## src/logic/msd_pkg.sv

```systemverilog
// Package of constants and types for the memory space decoder
package msd_pkg;

  // ----------------------------------------------------------------
  // Register offsets (byte addresses on APB)
  // ----------------------------------------------------------------
  localparam logic [7:0] OFS_POINTER_CFG = 8'h00;
  localparam logic [7:0] OFS_MEMORY_CTL = 8'h04;
  localparam logic [7:0] OFS_AUX_CTL = 8'h08;
  localparam logic [7:0] OFS_PAGE = 8'h0c;
  localparam logic [7:0] OFS_PIN_CTL = 8'h10;
  localparam logic [7:0] OFS_STATUS = 8'h14;

  // ----------------------------------------------------------------
  // Field positions and reset values
  // ----------------------------------------------------------------
  localparam int SIG_SEL_BIT = 3;
  localparam int FLASH_EN_BIT = 3;
  localparam int PROG_SEL_BIT = 7;
  localparam int FORCE_OFF_BIT = 1;
  localparam logic [7:0] RST_POINTER_CFG = 8'h00;
  localparam logic [7:0] RST_MEMORY_CTL = 8'h00;
  localparam logic [7:0] RST_AUX_CTL = 8'h00;
  localparam logic [7:0] RST_PAGE = 8'h00;
  localparam logic [3:0] RST_PIN_CTL = 4'h0;

  // ----------------------------------------------------------------
  // Address map boundaries
  // ----------------------------------------------------------------
  localparam logic [15:0] EXTRA_TOP = 16'h1000;
  localparam logic [15:0] FLASH_TOP = 16'h3000;
  localparam logic [7:0] PAGE_LIMIT = 8'h10;
  localparam logic [15:0] USER_BASE = 16'h0100;
  localparam logic [15:0] USER_TOP = 16'h0200;
  localparam logic [15:0] MAKER_TOP = 16'h0080;
  localparam logic [15:0] VECTOR_SPAN = 16'h0053;
  localparam logic [7:0] CAL_INDEX = 8'h80;
  localparam logic [7:0] HOLE_DATA = 8'hff;

  // ----------------------------------------------------------------
  // CPU access kinds and decoded targets
  // ----------------------------------------------------------------
  typedef enum logic [2:0] {
    KIND_DIRECT = 3'h0,
    KIND_INDIRECT = 3'h1,
    KIND_EXT8 = 3'h2,
    KIND_EXT16 = 3'h3,
    KIND_FETCH = 3'h4,
    KIND_TABLE = 3'h5
  } msd_kind_e;

  typedef enum logic [8:0] {
    TGT_NONE = 9'h000,
    TGT_DIRECT_RAM = 9'h001,
    TGT_INDIRECT_RAM = 9'h002,
    TGT_IO_REG = 9'h004,
    TGT_EXTRA_RAM = 9'h008,
    TGT_FLASH_DATA = 9'h010,
    TGT_OFFCHIP = 9'h020,
    TGT_CODE = 9'h040,
    TGT_SIGNATURE = 9'h080,
    TGT_PROG_CODE = 9'h100
  } msd_tgt_e;

  localparam logic [1:0] SIG_HOLE = 2'h0;
  localparam logic [1:0] SIG_MAKER = 2'h1;
  localparam logic [1:0] SIG_USER = 2'h2;

endpackage : msd_pkg

```

## src/logic/msd_sig_if.sv

```systemverilog
// Interface between the decoder and the signature arrays
`timescale 1ns/1ps
`default_nettype none
interface msd_sig_if;
  logic rd_en;
  logic [1:0] rd_sel;
  logic [7:0] rd_idx;
  logic wr_en;
  logic [7:0] wr_idx;
  logic [7:0] wr_data;
  logic [7:0] rd_data;
  logic [8:0] prog_idx;
  logic [7:0] prog_data;
  logic [7:0] cal_byte;

  modport dec (output rd_en, rd_sel, rd_idx, wr_en, wr_idx, wr_data, prog_idx,
    input rd_data, prog_data, cal_byte);
  modport arr (input rd_en, rd_sel, rd_idx, wr_en, wr_idx, wr_data, prog_idx,
    output rd_data, prog_data, cal_byte);
endinterface : msd_sig_if
`default_nettype wire

```

## src/logic/msd_sig_array.sv

```systemverilog
// Signature arrays: writable user array and fixed maker array
`timescale 1ns/1ps
`default_nettype none
module msd_sig_array #(
  parameter logic [23:0] DEVICE_ID = 24'h5a_a5_01, // Arbitrary value
  parameter logic [7:0] CAL_DEFAULT = 8'h80
) (
  input wire logic clk,
  input wire logic reset,
  msd_sig_if.arr sig
);

  typedef struct packed {
    logic [7:0] rd_data;
    logic [7:0] prog_data;
    logic [7:0] cal_byte;
  } msd_arr_s;

  msd_arr_s st_reg;
  msd_arr_s st_next;
  logic [7:0] user_mem [0:255];

  // Maker array content: identification bytes, rest erased
  function automatic logic [7:0] msd_maker(input logic [7:0] idx);
    case (idx)
      8'h00: msd_maker = DEVICE_ID[23:16];
      8'h01: msd_maker = DEVICE_ID[15:8];
      8'h02: msd_maker = DEVICE_ID[7:0];
      default: msd_maker = msd_pkg::HOLE_DATA;
    endcase
  endfunction : msd_maker

  // Calibration byte lands in the second page on every reset
  always_ff @(posedge clk) begin
    if (reset) begin
      user_mem[msd_pkg::CAL_INDEX] <= CAL_DEFAULT; // RULE16
    end else if (sig.wr_en) begin
      user_mem[sig.wr_idx] <= sig.wr_data; // RULE14
    end
  end

  always_comb begin
    st_next = st_reg;
    if (sig.rd_en) begin
      case (sig.rd_sel)
        msd_pkg::SIG_USER: st_next.rd_data = user_mem[sig.rd_idx]; // RULE13
        msd_pkg::SIG_MAKER: st_next.rd_data = msd_maker(sig.rd_idx); // RULE17
        default: st_next.rd_data = msd_pkg::HOLE_DATA;
      endcase
    end
    // Programmer reads are never gated by security
    if (sig.prog_idx[8]) begin
      st_next.prog_data = user_mem[sig.prog_idx[7:0]]; // RULE15
    end else begin
      st_next.prog_data = msd_maker(sig.prog_idx[7:0]);
    end
    st_next.cal_byte = user_mem[msd_pkg::CAL_INDEX];
  end

  always_ff @(posedge clk) begin
    if (reset) begin
      st_reg <= '0;
    end else begin
      st_reg <= st_next;
    end
  end

  assign sig.rd_data = st_reg.rd_data;
  assign sig.prog_data = st_reg.prog_data;
  assign sig.cal_byte = st_reg.cal_byte;

endmodule : msd_sig_array
`default_nettype wire

```

## src/logic/msd_decoder.sv

```systemverilog
// Memory space decoder with APB control registers
// Contract
// [RULE1] Direct 00H-7FH selects internal RAM
// [RULE2] Indirect pointer reaches all 256 RAM bytes
// [RULE3] Direct 80H-FFH selects I/O registers
// [RULE4] External moves 0000H-0FFFH hit extra RAM
// [RULE5] External moves 1000H-2FFFH hit flash data
// [RULE6] External moves 3000H-FFFFH go off-chip
// [RULE7] Code fetches use linear 64K flash
// [RULE8] No off-chip code; strobe pins are GPIO
// [RULE9] Address latch pulses only on off-chip moves
// [RULE10] Vectors lie in first 83 program bytes
// [RULE11] Signature select redirects pointer table reads
// [RULE12] User 0100h-01FFh, maker 0000h-007Fh
// [RULE13] 256-byte user and 128-byte maker arrays
// [RULE14] Program and signature select: moves hit user
// [RULE15] Security blocks writes; programmer reads allowed
// [RULE16] Second user page holds oscillator calibration
// [RULE17] Maker array holds device identification
// [RULE18] Flash data needs enable set, program clear
// [RULE19] Page register extends 8-bit moves; 10H+ off-chip
// [RULE20] Force bit sends all moves off-chip
// [RULE21] 8-bit moves never reach flash data
// [RULE22] Signature select resets to zero
//
// The implementer's own choices: the APB register port and the register offsets.
`timescale 1ns/1ps
`default_nettype none
module msd_decoder #(
  parameter logic [23:0] DEVICE_ID = 24'h5a_a5_01, // Arbitrary value
  parameter logic [7:0] CAL_DEFAULT = 8'h80
) (
  input wire logic clk,
  input wire logic reset,
  input wire logic psel,
  input wire logic penable,
  input wire logic pwrite,
  input wire logic [7:0] paddr,
  input wire logic [31:0] pwdata,
  output logic [31:0] prdata,
  output logic pready,
  output logic pslverr,
  input wire logic cpu_req,
  input wire logic [2:0] cpu_kind,
  input wire logic [15:0] cpu_addr,
  input wire logic cpu_we,
  input wire logic [7:0] cpu_wdata,
  output logic cpu_valid,
  output logic [8:0] cpu_target,
  output logic [15:0] mem_addr,
  output logic mem_we,
  output logic [7:0] mem_wdata,
  output logic [7:0] sig_rdata,
  output logic vector_fetch,
  output logic ale,
  output logic [7:0] upper_addr,
  input wire logic security_lock,
  input wire logic [8:0] prog_rd_addr,
  output logic [7:0] prog_rd_data,
  output logic [7:0] rc_cal_byte,
  input wire logic program_store_strobe_i,
  output logic program_store_strobe_o,
  output logic program_store_strobe_oe,
  input wire logic external_access_pin_i,
  output logic external_access_pin_o,
  output logic external_access_pin_oe
);

  typedef struct packed {
    logic [7:0] pointer_config_reg;
    logic [7:0] memory_control_reg;
    logic [7:0] auxiliary_control_reg;
    logic [7:0] page;
    logic [3:0] pin_ctl;
    logic [1:0] sync1;
    logic [1:0] sync2;
    logic [1:0] sync3;
    logic [1:0] pin_in;
    logic [8:0] tgt;
    logic [15:0] maddr;
    logic mwe;
    logic [7:0] mwdata;
    logic valid;
    logic ale;
    logic [7:0] upper;
    logic vec;
    logic [31:0] prdata;
    logic pslverr;
  } msd_top_s;

  msd_top_s st_reg;
  msd_top_s st_next;
  msd_sig_if sig ();

  // ----------------------------------------------------------------
  // Signature arrays
  // ----------------------------------------------------------------
  msd_sig_array #(
    .DEVICE_ID(DEVICE_ID),
    .CAL_DEFAULT(CAL_DEFAULT)
  ) u_sig (
    .clk(clk),
    .reset(reset),
    .sig(sig)
  );

  logic signature_read_select;
  logic program_access_select;
  logic flash_data_enable;
  logic force_offchip_data;
  logic [8:0] tgt_d;
  logic [15:0] addr_d;
  logic offchip_d;
  logic [1:0] sig_sel_d;
  logic apb_wr;
  logic apb_setup;

  assign signature_read_select = st_reg.pointer_config_reg[msd_pkg::SIG_SEL_BIT];
  assign program_access_select = st_reg.memory_control_reg[msd_pkg::PROG_SEL_BIT];
  assign flash_data_enable = st_reg.memory_control_reg[msd_pkg::FLASH_EN_BIT];
  assign force_offchip_data = st_reg.auxiliary_control_reg[msd_pkg::FORCE_OFF_BIT];
  assign apb_wr = psel & penable & pwrite;
  assign apb_setup = psel & ~penable;

  // ----------------------------------------------------------------
  // Address decode
  // ----------------------------------------------------------------
  always_comb begin
    tgt_d = msd_pkg::TGT_NONE;
    addr_d = cpu_addr;
    sig_sel_d = msd_pkg::SIG_HOLE;
    case (msd_pkg::msd_kind_e'(cpu_kind))
      msd_pkg::KIND_DIRECT: begin
        addr_d = {8'h00, cpu_addr[7:0]};
        if (cpu_addr[7]) begin
          tgt_d = msd_pkg::TGT_IO_REG; // RULE3
        end else begin
          tgt_d = msd_pkg::TGT_DIRECT_RAM; // RULE1
        end
      end
      msd_pkg::KIND_INDIRECT: begin
        addr_d = {8'h00, cpu_addr[7:0]};
        tgt_d = msd_pkg::TGT_INDIRECT_RAM; // RULE2
      end
      msd_pkg::KIND_EXT8: begin
        addr_d = {st_reg.page, cpu_addr[7:0]}; // RULE19
        if (force_offchip_data || st_reg.page >= msd_pkg::PAGE_LIMIT) begin
          tgt_d = msd_pkg::TGT_OFFCHIP; // RULE19 RULE20 RULE21
        end else begin
          tgt_d = msd_pkg::TGT_EXTRA_RAM; // RULE4
        end
      end
      msd_pkg::KIND_EXT16: begin
        if (force_offchip_data) begin
          tgt_d = msd_pkg::TGT_OFFCHIP; // RULE20
        end else if (program_access_select && signature_read_select) begin
          tgt_d = msd_pkg::TGT_SIGNATURE; // RULE14
          sig_sel_d = msd_pkg::SIG_USER;
        end else if (program_access_select) begin
          tgt_d = msd_pkg::TGT_PROG_CODE;
        end else if (cpu_addr < msd_pkg::EXTRA_TOP) begin
          tgt_d = msd_pkg::TGT_EXTRA_RAM; // RULE4
        end else if (cpu_addr < msd_pkg::FLASH_TOP && flash_data_enable) begin
          tgt_d = msd_pkg::TGT_FLASH_DATA; // RULE5 RULE18
        end else begin
          tgt_d = msd_pkg::TGT_OFFCHIP; // RULE6
        end
      end
      msd_pkg::KIND_FETCH: begin
        tgt_d = msd_pkg::TGT_CODE; // RULE7 RULE8
      end
      msd_pkg::KIND_TABLE: begin
        if (signature_read_select) begin
          tgt_d = msd_pkg::TGT_SIGNATURE; // RULE11
          if (cpu_addr >= msd_pkg::USER_BASE && cpu_addr < msd_pkg::USER_TOP) begin
            sig_sel_d = msd_pkg::SIG_USER; // RULE12
          end else if (cpu_addr < msd_pkg::MAKER_TOP) begin
            sig_sel_d = msd_pkg::SIG_MAKER; // RULE12
          end
        end else begin
          tgt_d = msd_pkg::TGT_CODE; // RULE7
        end
      end
      default: begin
        tgt_d = msd_pkg::TGT_NONE;
      end
    endcase
  end

  assign offchip_d = cpu_req && tgt_d == msd_pkg::TGT_OFFCHIP;

  // Signature array access
  assign sig.rd_en = cpu_req && tgt_d == msd_pkg::TGT_SIGNATURE && !cpu_we;
  assign sig.rd_sel = sig_sel_d;
  assign sig.rd_idx = cpu_addr[7:0];
  assign sig.wr_en = cpu_req && cpu_we && tgt_d == msd_pkg::TGT_SIGNATURE &&
    cpu_kind == msd_pkg::KIND_EXT16 && !security_lock; // RULE14 RULE15
  assign sig.wr_idx = cpu_addr[7:0];
  assign sig.wr_data = cpu_wdata;
  assign sig.prog_idx = prog_rd_addr;

  // ----------------------------------------------------------------
  // Next state
  // ----------------------------------------------------------------
  always_comb begin
    st_next = st_reg;
    // Pin synchronisers: a change counts once stages two and three agree
    st_next.sync1 = {external_access_pin_i, program_store_strobe_i};
    st_next.sync2 = st_reg.sync1;
    st_next.sync3 = st_reg.sync2;
    if (st_reg.sync2 == st_reg.sync3) begin
      st_next.pin_in = st_reg.sync3;
    end
    // Bus write takes effect at the access edge
    if (apb_wr) begin
      case (paddr)
        msd_pkg::OFS_POINTER_CFG: st_next.pointer_config_reg = pwdata[7:0]; // RULE11
        msd_pkg::OFS_MEMORY_CTL: st_next.memory_control_reg = pwdata[7:0];
        msd_pkg::OFS_AUX_CTL: st_next.auxiliary_control_reg = pwdata[7:0];
        msd_pkg::OFS_PAGE: st_next.page = pwdata[7:0];
        msd_pkg::OFS_PIN_CTL: st_next.pin_ctl = pwdata[3:0]; // RULE8
        default: st_next.pin_ctl = st_reg.pin_ctl;
      endcase
    end
    // Read data is prepared during setup, shown in the access phase
    if (apb_setup) begin
      st_next.pslverr = 1'b0;
      case (paddr)
        msd_pkg::OFS_POINTER_CFG: st_next.prdata = {24'h000000, st_reg.pointer_config_reg};
        msd_pkg::OFS_MEMORY_CTL: st_next.prdata = {24'h000000, st_reg.memory_control_reg};
        msd_pkg::OFS_AUX_CTL: st_next.prdata = {24'h000000, st_reg.auxiliary_control_reg};
        msd_pkg::OFS_PAGE: st_next.prdata = {24'h000000, st_reg.page};
        msd_pkg::OFS_PIN_CTL: st_next.prdata = {28'h0000000, st_reg.pin_ctl};
        msd_pkg::OFS_STATUS: begin
          st_next.prdata = {7'h00, st_reg.tgt, 13'h0000, security_lock, st_reg.pin_in};
        end
        default: begin
          st_next.prdata = 32'h00000000;
          st_next.pslverr = 1'b1;
        end
      endcase
    end
    // CPU access result, one cycle after the request
    st_next.valid = cpu_req;
    st_next.ale = offchip_d; // RULE9
    st_next.vec = cpu_req && cpu_kind == msd_pkg::KIND_FETCH &&
      cpu_addr < msd_pkg::VECTOR_SPAN; // RULE10
    if (cpu_req) begin
      st_next.tgt = tgt_d;
      st_next.maddr = addr_d;
      st_next.mwe = cpu_we;
      st_next.mwdata = cpu_wdata;
      // Upper port keeps its value for paged moves beyond extra RAM
      if (offchip_d && cpu_kind == msd_pkg::KIND_EXT16) begin
        st_next.upper = cpu_addr[15:8]; // RULE6
      end else if (offchip_d && st_reg.page < msd_pkg::PAGE_LIMIT) begin
        st_next.upper = st_reg.page; // RULE19
      end
    end else begin
      st_next.mwe = 1'b0;
    end
  end

  always_ff @(posedge clk) begin
    if (reset) begin
      st_reg <= '0;
      st_reg.pointer_config_reg <= msd_pkg::RST_POINTER_CFG; // RULE22
      st_reg.memory_control_reg <= msd_pkg::RST_MEMORY_CTL;
      st_reg.auxiliary_control_reg <= msd_pkg::RST_AUX_CTL;
      st_reg.page <= msd_pkg::RST_PAGE;
      st_reg.pin_ctl <= msd_pkg::RST_PIN_CTL;
    end else begin
      st_reg <= st_next;
    end
  end

  // ----------------------------------------------------------------
  // Outputs
  // ----------------------------------------------------------------
  assign prdata = st_reg.prdata;
  assign pready = 1'b1;
  assign pslverr = st_reg.pslverr & psel & penable;
  assign cpu_valid = st_reg.valid;
  assign cpu_target = st_reg.tgt;
  assign mem_addr = st_reg.maddr;
  assign mem_we = st_reg.mwe;
  assign mem_wdata = st_reg.mwdata;
  assign sig_rdata = sig.rd_data;
  assign vector_fetch = st_reg.vec;
  assign ale = st_reg.ale;
  assign upper_addr = st_reg.upper;
  assign prog_rd_data = sig.prog_data;
  assign rc_cal_byte = sig.cal_byte;
  assign program_store_strobe_o = st_reg.pin_ctl[0]; // RULE8
  assign program_store_strobe_oe = st_reg.pin_ctl[1];
  assign external_access_pin_o = st_reg.pin_ctl[2]; // RULE8
  assign external_access_pin_oe = st_reg.pin_ctl[3];
endmodule : msd_decoder
`default_nettype wire

```

## config.mk

```make
export PLATFORM = sky130hd
export DESIGN_NAME = msd_decoder
export DESIGN_NICKNAME = d
export VERILOG_FILES = /design/src/logic/msd_pkg.sv /design/src/logic/msd_sig_if.sv /design/src/logic/msd_sig_array.sv /design/src/logic/msd_decoder.sv
export SDC_FILE = /design/constraint.sdc
export NUM_CORES = 2
export LEC_CHECK = 0
export BUFFER_PORTS_ARGS = -buffer_cell sky130_fd_sc_hd__clkbuf_2
export CORE_MARGIN = 3
export CORE_UTILIZATION = 29
export CTS_CLUSTER_SIZE = 14
export DETAILED_ROUTE_END_ITERATION = 7
export SETUP_SLACK_MARGIN = 0.2
export SLEW_MARGIN = 20
export SYNTH_ARGS = -nofsm -noshare
export SYNTH_HDL_FRONTEND = slang
export SYNTH_HIERARCHICAL = 1
export SYNTH_SLANG_ARGS = --single-unit
```

## constraint.sdc

```tcl
create_clock -name clk -period 12.6 [get_ports clk]
set_input_delay 0.63 -clock clk [delete_from_list [all_inputs] [get_ports clk]]
set_output_delay 0.63 -clock clk [all_outputs]
set_load 0.005 [all_outputs]
```

==> out/qor.yml <==
cells_and_area:
  syn_to_final_growth_pct: 12.3
  drive_above_1_share: 0.307
  postLayoutCellArea_sq_mm: 0.114
  fin_nets: 5677
  fin_cells: 10400
  largest_reg_flops: 2048
logic_synthesis:
  synthTopCellsByCount: "edfxtp_1 (2048), mux4_2 (1032), nor2_1 (427), mux2i_1 (210), clkbuf_1 (184)"
  synth-seq-cells: 2179
  ys_warn_count: 6
  synth-main-ff-cell: "edfxtp_1"
  synth.most_common_cell: "edfxtp_1"
  synth_seq_area_share: 0.629
  syn_area_sq_mm: 0.102
  synth_cell_type_count: 84
  synth_area_leaders: "edfxtp_1 (60%), mux4_2 (23%), dfxtp_1 (2.6%)"
  syn_inst: 5557
  async_flop_share: 0
  synth_top_area_frac: 0.603
  synth_edf_count: 2048
  yosysTopAreaCell: "edfxtp_1"
  syn_avg_cell_area_sq_um: 18.4
worst_hold_path:
  hold_path_class: "input port to register"
power:
  p_leak_uw: 0.0303
  ir_drop_mv: 0.117
  power_density_mw_per_mm2: 133
cts:
  cts-resized-gates: 0
  htree_levels: 4
  clock_path_buffers: 3
  clkTransAtPathRegs_ns: 0.06
  postCtsHoldBufs: 9
  worstSkewPairLatency_ns: 0.87
  cts_setup_buffers: 0
  cts_buffers: 223
  cts.sinks: 2179
  cts_root_buf: "clkbuf_16"
  cts_tree: "built"
detailed_routing:
  drcViolationCount: 0
  wl_per_cell_microns: 33.8
  drt_iter0_drc: 9287
  drtAntennaViolNets: 0
  wl_microns: 351000
  dr_total_vias: 61500
  viasPerCell: 5.91
  firstDrtPassIters: 7
place:
  dpl.hpwl_microns: 225000
  post-place-cells: 9954
  gp_congestion: 0.964
  dp_worst_setup_slack_ns: 6.62
  portBuffers: 152
  dpl_cell_area_sq_mm: 0.107
worst_setup_path:
  crit_buf_inv: 5
  critPathMostFrequentCell: "buf_4"
  critical_path_required_ns: 13.10
  path_cells: "inv_1, nor3b_1, o2111ai_1, nor4_2, buf_4, nor2b_1, buf_4, and2_4, buf_4, buf_4"
  crit_slowest_cell: "buf_4"
  endpoint_kind: "register"
  critPathArrivalTime_ns: 5.86
  critPathTopFamily: "buffers and inverters"
  criticalPathCategory: "register to register"
  startpoint_type: "register"
  slowest_delay_ns: 0.89
  cp_max_fo: 93
global_route:
  gr-usage-all-layers: 0.190
  grt_start_max_net_pins: 185
  grt_pass1_vias: 60600
  antenna_found_initial: 15
  grtUsageMet1: 0.243
  grt_busiest_layer: "met2"
  use_met2: 0.292
  grtUsageMet3: 0.0550
  grt_pass1_wl_microns: 483000
  grt.overflow.total: 0
sta:
  max-slew-margin-rel: 0.0691
  slew_viol_final: 0
  finalSetupTns_ns: 0
  fin_skew_ns: 0.0572
  grt_setup_unrepaired: "false"
  fin_crit_ns: 5.36
  worst_slack_ns: 7.24
  hold_violations: 0
  worst_pin_slew_ns: 1.39
  setup_viol: 0
  finalCritPeriodShare: 0.425
  fmax_ghz: 0.187
status:
  status: "finished clean"
floorplanning:
  core_sq_mm: 0.350
  die_w_microns: 599
  start_util: 0.292
  io_pins: 193
  die_area_sq_mm: 0.359
  die_h_microns: 599
  fp-row-count: 217
job:
  maxCapViolCount: 0
final timing paths:
path,start,cells past startpoint,slack (ns),to
setup / recovery,program_access_select$_SDFFE_PP0P_,10,7.24,u_sig/user_mem[42][0]$_DFFE_PP_
hold / removal,cpu_wdata[0],3,0.08,mem_wdata[0]$_SDFFE_PP0P_
setup reg to reg,program_access_select$_SDFFE_PP0P_,10,7.24,u_sig/user_mem[42][0]$_DFFE_PP_
hold reg to reg,st_next[83]$_SDFF_PP0_,1,0.46,st_next[81]$_SDFF_PP0_
per-layer routing:
metal	routed length (microns)	vias to the layer above
met5	34	-
met2	160000	4281
li1	-	23500
met1	127000	32800
met4	21700	4
met3	42000	845
cells by family (layout without fill, tap and decap cells):
family                     Yosys count  after routing  synth area share
adders and majority gates            2              2          0.000245
AOI/OAI and AO/OA                  669            669            0.0454
muxes                             1306           1306             0.256
and+or+nand+nor                    864            864            0.0388
other                                2             29         0.0000736
buffers and inverters              530            741            0.0303
xor gates and xnor gates             5              5          0.000430
DFF                               2179           2179             0.629
worst register-to-register path, delay by kind of cell (launching register included):
family,cells,cell delay [ns]
compound gates,1,0.26
buf+inv,5,2.53
simple gates,4,1.69
flops,1,0.41
final cells by class:
type | count | area (sq um)
Clock buffer | 289 | 6030
Timing Repair Buffer | 303 | 2170
Sequential cell | 2179 | 64100
Tap cell | 4599 | 5750
Clock inverter | 129 | 1280
Fill cell | 33100 | 235000
Antenna cell | 13 | 32.5
Multi-Input combinational cell | 2862 | 35000
Inverter | 20 | 82.6
stage by stage:
step / power (uW) / hold WS (ns) / util
after floorplan: 8450 / 0.414 / -
after global placement: 8750 / 0.438 / 0.306
after detailed placement: 8750 / 0.442 / 0.306
after CTS: 15300 / 0.00578 / 0.327
after global routing: 15700 / 0.0555 / 0.327
final: 15200 / 0.0789 / 0.327
placed cells by master, fill, tap and decap left out, types with 15 or more instances in the layout:
cell type	count
dfxtp_1	131
clkbuf_2	144
clkbuf_1	47
nor2b_1	62
a21oi_1	94
a22oi_1	143
clkbuf_16	225
o21ai_0	76
nor3_1	47
buf_4	130
mux2i_1	210
mux4_2	1032
mux2_2	62
edfxtp_1	2048
a31oi_1	21
nor2_1	422
a221oi_1	23
clkinv_2	40
o211ai_1	17
nand2b_1	35
o22ai_1	104
inv_1	15
conb_1	16
nand3_1	29
clkinv_1	47
nand2_1	131
bufinv_16	19
buf_12	15
nor4_1	20
o221ai_1	30
clkbuf_8	17
a211oi_1	47
where the power goes:
| group | internal, uW | switching, uW | total [uW] | leakage (uW) |
|---|---|---|---|---|
| logic | 246 | 551 | 797 | 0.0102 |
| registers | 7800 | 8.23 | 7810 | 0.0165 |
| clock network | 3770 | 2870 | 6640 | 0.00357 |
(Power assumes the default switching activity.)
